==> src/rtl/dcf_pkg.sv <==
// dcf_pkg: offsets, field positions, reset values for the device control block
// assumes a 32-bit apb register bus, one aligned word per register
package dcf_pkg;
  localparam logic [11:0] DCF_DEV_CTRL_OFS  = 12'h070;
  localparam logic [11:0] DCF_ERR_EVT_OFS   = 12'h100;
  localparam logic [11:0] DCF_IRQ_MASK_OFS  = 12'h104;
  localparam logic [11:0] DCF_DEV_CAP_OFS   = 12'h06c;
  localparam int DCF_COR_BIT  = 0;
  localparam int DCF_NF_BIT   = 1;
  localparam int DCF_FAT_BIT  = 2;
  localparam int DCF_UR_BIT   = 3;
  localparam int DCF_RO_BIT   = 4;
  localparam int DCF_MPS_LSB  = 5;
  localparam int DCF_DET_LSB  = 16;
  localparam int DCF_NUM_CLS  = 4;
  localparam logic [3:0]  DCF_EN_RST   = 4'h0;
  localparam logic [2:0]  DCF_MPS_RST  = 3'h0;
  localparam logic [2:0]  DCF_MPS_128  = 3'h0;
  localparam logic [2:0]  DCF_MPS_256  = 3'h1;
  localparam logic [2:0]  DCF_MPS_SUPP = 3'h1;
  localparam logic [3:0]  DCF_DET_RST  = 4'h0;
  localparam logic [3:0]  DCF_MASK_RST = 4'h0;
  localparam logic [12:0] DCF_LEN_128  = 13'h0080;
  localparam logic [12:0] DCF_LEN_256  = 13'h0100;
endpackage

==> src/rtl/dcf_evt_bits.sv <==
// dcf_evt_bits: sticky per-class event flags with clear; set wins over clear
// assumes events and clears come from pclk logic
`timescale 1ns/1ns
`default_nettype none
module dcf_evt_bits #(
  parameter int N = 4
) (
  input  wire logic         pclk,
  input  wire logic         presetn,
  input  wire logic [N-1:0] set_i,
  input  wire logic [N-1:0] clr_i,
  output logic      [N-1:0] flag_q
);
  genvar g;
  generate
    for (g = 0; g < N; g++) begin : g_bit
      always_ff @(posedge pclk or negedge presetn) begin
        if (!presetn) begin
          flag_q[g] <= 1'b0;
        end else if (set_i[g]) begin
          flag_q[g] <= 1'b1;
        end else if (clr_i[g]) begin
          flag_q[g] <= 1'b0;
        end
      end
    end
  endgenerate
endmodule // dcf_evt_bits
`default_nettype wire

==> src/rtl/dcf_dev_ctrl.sv <==
// dcf_dev_ctrl: device control/status word, error reporting gates, payload limit
// assumes error events are one-cycle pulses on pclk from the detection logic
`timescale 1ns/1ns
`default_nettype none
module dcf_dev_ctrl
  import dcf_pkg::*;
(
  input  wire logic        pclk,
  input  wire logic        presetn,
  input  wire logic        psel,
  input  wire logic        penable,
  input  wire logic        pwrite,
  input  wire logic [11:0] paddr,
  input  wire logic [31:0] pwdata,
  input  wire logic [3:0]  pstrb,
  output logic      [31:0] prdata,
  output logic             pready,
  output logic             pslverr,
  input  wire logic [3:0]  err_evt,
  output logic      [3:0]  err_report,
  output logic      [2:0]  mps_sel,
  output logic      [12:0] mps_bytes,
  input  wire logic [12:0] tx_len,
  output logic             tx_len_ok,
  output logic             irq
);
  // register, event and report state
  logic [3:0]  en_q;
  logic [3:0]  en_d;
  logic [2:0]  mps_q;
  logic [2:0]  mps_d;
  logic [12:0] mps_bytes_q;
  logic [12:0] mps_bytes_d;
  logic [3:0]  mask_q;
  logic [3:0]  mask_d;
  logic [3:0]  det_q;
  logic [3:0]  evt_q;
  logic [3:0]  pend;
  logic [3:0]  report_q;
  logic [31:0] rdata_q;

  // bus decode
  logic        acc;
  logic        setup_rd;
  logic        wr;
  logic        rd;
  logic        hit_ctrl;
  logic        hit_evt;
  logic        hit_mask;
  logic        hit_cap;
  logic        hit_any;
  logic        wr_ctrl_lo;
  logic        wr_ctrl_st;
  logic        wr_mask;
  logic        rd_evt;
  logic        mps_legal;

  // side effects and read words
  logic [3:0]  det_clr;
  logic [3:0]  evt_clr;
  logic [31:0] ctrl_word;
  logic [31:0] evt_word;
  logic [31:0] mask_word;
  logic [31:0] cap_word;
  logic [31:0] rd_mux;

  assign acc        = psel && penable;
  assign setup_rd   = psel && !penable && !pwrite;
  assign wr         = acc && pwrite;
  assign rd         = acc && !pwrite;
  assign hit_ctrl   = (paddr == DCF_DEV_CTRL_OFS);
  assign hit_evt    = (paddr == DCF_ERR_EVT_OFS);
  assign hit_mask   = (paddr == DCF_IRQ_MASK_OFS);
  assign hit_cap    = (paddr == DCF_DEV_CAP_OFS);
  assign hit_any    = hit_ctrl || hit_evt || hit_mask || hit_cap;
  assign wr_ctrl_lo = wr && hit_ctrl && pstrb[0];
  assign wr_ctrl_st = wr && hit_ctrl && pstrb[2];
  assign wr_mask    = wr && hit_mask && pstrb[0];
  assign rd_evt     = rd && hit_evt;
  assign pready     = 1'b1;
  assign pslverr    = acc && !hit_any;

  // an unsupported size code leaves the field as it was
  assign mps_legal = (pwdata[DCF_MPS_LSB+2:DCF_MPS_LSB] <= DCF_MPS_SUPP);

  always_comb begin
    en_d        = en_q;
    mps_d       = mps_q;
    mps_bytes_d = mps_bytes_q;
    if (wr_ctrl_lo) begin
      en_d = pwdata[DCF_UR_BIT:DCF_COR_BIT];
      if (mps_legal) begin
        mps_d       = pwdata[DCF_MPS_LSB+2:DCF_MPS_LSB];
        mps_bytes_d = (pwdata[DCF_MPS_LSB+2:DCF_MPS_LSB] == DCF_MPS_256) ? DCF_LEN_256 : DCF_LEN_128;
      end
    end
  end

  // reporting enables
  always_ff @(posedge pclk or negedge presetn) begin
    if (!presetn) begin
      en_q <= DCF_EN_RST;
    end else begin
      en_q <= en_d;
    end
  end

  // payload size code and its byte count
  always_ff @(posedge pclk or negedge presetn) begin
    if (!presetn) begin
      mps_q       <= DCF_MPS_RST;
      mps_bytes_q <= DCF_LEN_128;
    end else begin
      mps_q       <= mps_d;
      mps_bytes_q <= mps_bytes_d;
    end
  end

  always_comb begin
    mask_d = mask_q;
    if (wr_mask) begin
      mask_d = pwdata[DCF_NUM_CLS-1:0];
    end
  end

  always_ff @(posedge pclk or negedge presetn) begin
    if (!presetn) begin
      mask_q <= DCF_MASK_RST;
    end else begin
      mask_q <= mask_d;
    end
  end

  // detected flags: write-one-to-clear on byte lane 2
  always_comb begin
    det_clr = 4'h0;
    if (wr_ctrl_st) begin
      det_clr = pwdata[DCF_DET_LSB+3:DCF_DET_LSB];
    end
  end

  // a status read clears only what its setup cycle captured,
  // so an event landing between setup and access is kept
  always_comb begin
    evt_clr = 4'h0;
    if (rd_evt) begin
      evt_clr = rdata_q[DCF_NUM_CLS-1:0];
    end
  end

  dcf_evt_bits #(.N(DCF_NUM_CLS)) u_det (
    .pclk    (pclk),
    .presetn (presetn),
    .set_i   (err_evt),
    .clr_i   (det_clr),
    .flag_q  (det_q)
  );

  // event status: sticky, cleared by a status read
  dcf_evt_bits #(.N(DCF_NUM_CLS)) u_evt (
    .pclk    (pclk),
    .presetn (presetn),
    .set_i   (err_evt),
    .clr_i   (evt_clr),
    .flag_q  (evt_q)
  );

  // reporting pulses gated by enables, one lane per error class
  genvar c;
  generate
    for (c = 0; c < DCF_NUM_CLS; c++) begin : g_rpt
      always_ff @(posedge pclk or negedge presetn) begin
        if (!presetn) begin
          report_q[c] <= 1'b0;
        end else begin
          report_q[c] <= err_evt[c] && en_q[c];
        end
      end
    end
  endgenerate

  // read words, one per register
  always_comb begin
    ctrl_word                            = 32'h0000_0000;
    ctrl_word[DCF_UR_BIT:DCF_COR_BIT]    = en_q;
    ctrl_word[DCF_RO_BIT]                = 1'b0;
    ctrl_word[DCF_MPS_LSB+2:DCF_MPS_LSB] = mps_q;
    ctrl_word[11:8]                      = 4'h0;
    ctrl_word[DCF_DET_LSB+3:DCF_DET_LSB] = det_q;
  end

  always_comb begin
    evt_word                  = 32'h0000_0000;
    evt_word[DCF_NUM_CLS-1:0] = evt_q;
  end

  always_comb begin
    mask_word                  = 32'h0000_0000;
    mask_word[DCF_NUM_CLS-1:0] = mask_q;
  end

  always_comb begin
    cap_word      = 32'h0000_0000;
    cap_word[2:0] = DCF_MPS_SUPP;
  end

  always_comb begin
    rd_mux = 32'h0000_0000;
    if (hit_ctrl) begin
      rd_mux = ctrl_word;
    end else if (hit_evt) begin
      rd_mux = evt_word;
    end else if (hit_mask) begin
      rd_mux = mask_word;
    end else if (hit_cap) begin
      rd_mux = cap_word;
    end
  end

  // read data is captured in the setup cycle and stands through access
  always_ff @(posedge pclk or negedge presetn) begin
    if (!presetn) begin
      rdata_q <= 32'h0000_0000;
    end else if (setup_rd) begin
      rdata_q <= rd_mux;
    end
  end
  assign prdata = rdata_q;

  // payload limit check against the selected size
  always_comb begin
    tx_len_ok = 1'b0;
    if (tx_len <= mps_bytes_q) begin
      tx_len_ok = 1'b1;
    end
  end

  assign err_report = report_q;
  assign mps_sel    = mps_q;
  assign mps_bytes  = mps_bytes_q;
  assign pend       = evt_q & mask_q;
  assign irq        = |pend;
endmodule // dcf_dev_ctrl
`default_nettype wire

==> config.mk <==
export PLATFORM = sky130hd
export DESIGN_NAME = dcf_dev_ctrl
export DESIGN_NICKNAME = d
export VERILOG_FILES = /design/src/rtl/dcf_pkg.sv /design/src/rtl/dcf_evt_bits.sv /design/src/rtl/dcf_dev_ctrl.sv
export SDC_FILE = /design/constraint.sdc
export NUM_CORES = 1
export LEC_CHECK = 0
export BUFFER_PORTS_ARGS = -buffer_cell sky130_fd_sc_hd__buf_2
export CAP_MARGIN = 20
export CELL_PAD_IN_SITES_DETAIL_PLACEMENT = 1
export CELL_PAD_IN_SITES_GLOBAL_PLACEMENT = 1
export CORE_UTILIZATION = 30
export DETAILED_ROUTE_END_ITERATION = 8
export PLACE_DENSITY = 0.84
export SLEW_MARGIN = 10
export SYNTH_ARGS = -nofsm -noshare
export SYNTH_HDL_FRONTEND = slang
export SYNTH_SLANG_ARGS = --single-unit
export TNS_END_PERCENT = 1
==> constraint.sdc <==
create_clock -name pclk -period 1.35 [get_ports pclk]
set_input_delay 0 -clock pclk [delete_from_list [all_inputs] [get_ports pclk]]
set_output_delay 0 -clock pclk [all_outputs]
set_load 0.02 [all_outputs]
# ---- Yosys cells after proc, flatten, opt, wreduce, memory -nomap -nowiden
# Index checks and enable logic that the tools add are counted.
dict set report totals {
  register_bits 68
  inputBits 70
  out_inout_bits 56
  wordCells 81
}
dict set report op_classes {
  n_lt_le_gt_ge 2
  eq_ne 5
  n_mux 24
  bitwise_logic 1
  n_reduce_logical 32
}
# cell n
set ops {}
lappend ops {{== test 12 x 7 -> 1 bit (second input constant)} 2}
lappend ops {{== test 12 x 9 -> 1 bit (second input constant)} 2}
lappend ops {{two-way mux 20 bit} 1}
lappend ops {{two-way mux 1 bit} 18}
lappend ops {{logical AND 1 bit} 16}
lappend ops {{two-way mux 4 bit} 4}
lappend ops {{nonzero test 2 bit} 8}
lappend ops {{<= comparator 13 bit} 1}
lappend ops {{two-way mux 9 bit} 1}
lappend ops {{bitwise AND 4 bit} 1}
lappend ops {{OR reduction 4 bit} 1}
lappend ops {{== test 3 x 1 -> 1 bit (second input constant)} 1}
lappend ops {{<= comparator 3 x 1 -> 1 bit (second input constant)} 1}
lappend ops {{logical NOT 1 bit} 3}
lappend ops {{logical OR 1 bit} 3}
lappend ops {{AND reduction 2 bit} 1}

# ---- Depth between registers and ports, before layout
dict set report depth {
  word_depth 7
  mapped_depth 6
  depth_no_buf 5
}

# ---- Hierarchy
# Synthesis repeated with hierarchy kept, for this count alone.
dict set report unflattened {
  cells_unflattened 191
  area_unflattened_um2 1961.9
}
# mod n_inst cells_each area_each_um2 seq_area_each_um2
set by_module_without_submodules {}
lappend by_module_without_submodules {dcf_dev_ctrl 1 167 1671.6 701.9}
lappend by_module_without_submodules {dcf_evt_bits 2 12 145.1 100.1}

# ---- Least setup slack after synthesis
# OpenSTA, ideal clock, no wires.
dict set report synth_path {
  path_type {reg-to-output}
  start {register mps_bytes_q[8], in the netlist mps_bytes[8]}
  end {output tx_len_ok}
  arrival_time_ps 1266
  required_ps 1350
  slack_ps 84
  path_stages_with_launch 6
  n_path_buf 0
  path_cell_list {dfrtp_1 inv_1 ha_1 nand3_1 nor4_1 o21a_1}
}
dict set report synth_via {
  elab_chain_cells 2
}
# item line_no
set synth_rtl {}
lappend synth_rtl {{from (decl)} dcf_dev_ctrl.sv:32} ;# logic [12:0] mps_bytes_q;
lappend synth_rtl {{from (signal assigned)} dcf_dev_ctrl.sv:115} ;# mps_bytes_q <= mps_bytes_d;
lappend synth_rtl {{<= comparator 13 bit} dcf_dev_ctrl.sv:233} ;# if (tx_len <= mps_bytes_q) begin
lappend synth_rtl {{two-way mux 1 bit} dcf_dev_ctrl.sv:233}
lappend synth_rtl {{to (decl)} dcf_dev_ctrl.sv:24} ;# output logic tx_len_ok,
# Every way passes these cells.

# ---- Final worst setup path
dict set report layout_path {
  start {register mps_bytes_q[7], in the netlist mps_bytes[7]}
  end {output tx_len_ok}
}
# Same word-level chain as after synthesis.

==> results.cfg <==
[sta]
clock_skew_ns = 0.01143
final.setup.worst_slack_ns = -0.1775
max_freq_ghz = 0.6546
rsz0062_at_grt = yes
hold_viol = 0
setup_violations = 1
slew_viol_final = 0
holdWs_ns = 0.004386
post-route-period-util_pct = 113.2
period_minus_slack_ns = 1.528

[critical_path]
r2r-start = mask_q[0]
path_max_fanout = 2
critPathLaunch = mps_bytes[7]
regToRegSetupSlack_ns = 0.23
cp.arrival_ns = 1.53
crit_type = flip-flop to output pin
ff2ff_path_depth = 3
start_kind = flip-flop
setup.worst_path.end = tx_len_ok
worstPathRequired_ns = 1.35
timing.rr.end = prdata[0]
cp-end-kind = output pin

[placement]
dp_hpwl_um = 3750
dpl_cell_area_um2 = 2340
io_buffers = 69
gp_congestion = 0.7641
placed_cells = 326

[floorplanning]
pin_count = 126
initial_core_util_pct = 31.07
die_y_um = 82.87
coreArea_um2 = 6314
row_count = 29
dieWidth_um = 82.87
dieArea_um2 = 6867

[flow_run]
drv_cap = 0

[logic_synthesis]
synth_cell_types = 42
synth_cells = 177
synth_top_area_share_pct = 44.64
synth.ff_latch_count = 36
syn_area_per_cell_um2 = 11.08
yosysWarnings = 0
synthFlopType = dfrtp_1
netlist_area_um2 = 1962
synth_area_leaders = dfrtp_1 45%, buf_4 13%, mux2_2 5.2%, a22o_1 4.5%, a21o_1 2.7%
yosysMostFrequentCell = dfrtp_1
async_flop_share_pct = 100.0
synth_area_leader_cell = dfrtp_1
yosys-top-cells-count = 35 x dfrtp_1, 34 x buf_4, 10 x a22o_1, 10 x nor2_1
yosysSeqAreaShare_pct = 45.98
synth_edf_count = 0

[detailed_routing]
drtAntennaViolNets = 0
routed_via_density = 4.579
drt_pass1_iterations = 6
wl_per_cell_um = 13.78
routed_wl_um = 4783
drt_iter0_drc = 47
drc = 0
num_vias = 1589

[clock_network]
cts_buffers = 5
cts_tree = done
clk_pin_slew_ns = 0.07
clock_latency_ns = 0.29
htree_levels = 2
numClockSinks = 36
cts_max_path_buffers = 2
cts_root_buffer = clkbuf_8

[run_status]
run_status = finished, violations left
violations = negative setup slack

[layout]
syn_to_final_growth_pct = 31.95
finalInstanceArea_um2 = 2589
utilization_pct = 41.00
nets = 341
final_layout_size_suffix_gt1_share_pct = 41.48
antenna_cells = 0
final_cells = 347

[power_and_ir_drop]
ir_worst_vdd_uv = 482.9
power_density_nw_per_um2 = 826.8
power.leakage_nw = 1.369

[min_path]
min_path_type = input pin to flip-flop

[grt]
grt-ovfl-total = 0
grt_pass1_vias = 1770
grt_use_total_pct = 15.17
grt_max_degree = 37
grt_pass1_wl_um = 8266
antenna_found_initial = 0
[area by class of cell]
| type | instances | area, um2 |
|---|---|---|
| clock inverters | 1 | 5.005 |
| flip-flops and latches | 36 | 902.1 |
| repair buffers | 92 | 576.8 |
| fillers | 739 | 3725 |
| well taps | 77 | 96.34 |
| multi-input cells | 125 | 898.4 |
| inverters | 9 | 33.78 |
| clock buffers | 7 | 76.32 |
[registers in the layout, summed over array words and instances (netlist names)]
name and count:
prdata 11, en_q 4, err_report 4, mask_q 4, u_det.flag_q 4, u_evt.flag_q 4
mps_sel 3, mps_bytes 2
[critical path, stage by stage, from the launching register on]
cell and delay [ns]:
dfstp_2 0.56, ha_4 0.13, nand3_2 0.07, nor4_2 0.17, o21a_1 0.18, buf_6 0.12
[report_power, final]
part	internal [W]	switching, W
combinational	0.000116	0.000200
sequential	0.00108	0.00000383
clock	0.000362	0.000375
[cell usage in the layout, fill, tap and decap left out, types with 2 or more instances in the layout]
cell	n
and2_1	4
dfrtp_1	35
a22o_1	10
nand2_1	4
ha_4	2
inv_1	8
clkbuf_1	2
dlygate4sd3_1	11
buf_4	10
and4_2	2
nand4_1	4
a21oi_1	2
mux2_2	9
buf_2	68
buf_12	2
a22oi_1	2
clkbuf_8	5
nor4_1	3
mux2_1	2
nor2_1	10
a31oi_1	4
a21o_1	7
conb_1	33
and2b_2	2
nor4_4	2
mux2i_1	4
[routing by layer]
metal | vias to the layer above | GRT usage (%) | wire [um]
li1 | 745 | - | -
met1 | 773 | 17.95 | 2046
met2 | 65 | 25.71 | 2363
met3 | 6 | 3.976 | 297
met4 | 0 | 6.897 | 76
met5 | - | 0 | 0
[per-stage QoR]
step / setup WS [ns] / total power (W) / setup TNS, ns
global route: -0.2582 / 0.002245 / -0.2582
floorplan: 0.08421 / 0.001326 / 0
CTS: -0.1794 / 0.002175 / -0.1794
global placement: -0.05946 / 0.001385 / -0.2392
detailed placement: -0.1497 / 0.001393 / -1.241
finish: -0.1775 / 0.002140 / -0.1775
[how the worst min path moves through the flow]
stage / start / endpoint / cells after the start
floorplan: presetn / en_q[0] / 0
CTS: pwdata[7] / mps_bytes[7] / 3
global route: pwdata[7] / mps_bytes[7] / 3
finish: pwdata[7] / mps_bytes[7] / 3
global placement: presetn / prdata[16] / 2
detailed placement: presetn / prdata[16] / 2
[timing repair]
action	4_1_cts	5_1_grt
buffers inserted	2	0
endpoints found under the setup margin	1	1
resized for setup	7	0
endpoints found under the hold margin	58	0
hold buffers	11	0
pin swaps	5	4
[kinds of logic after synthesis]
logic type	share of synthesized area, %
other cells	0.3828
fa+ha+maj	1.275
buf+inv	16.01
compound gates	11.73
mux	8.355
simple gates	16.26
flops	45.98
Power figures use the tool's default switching activity.
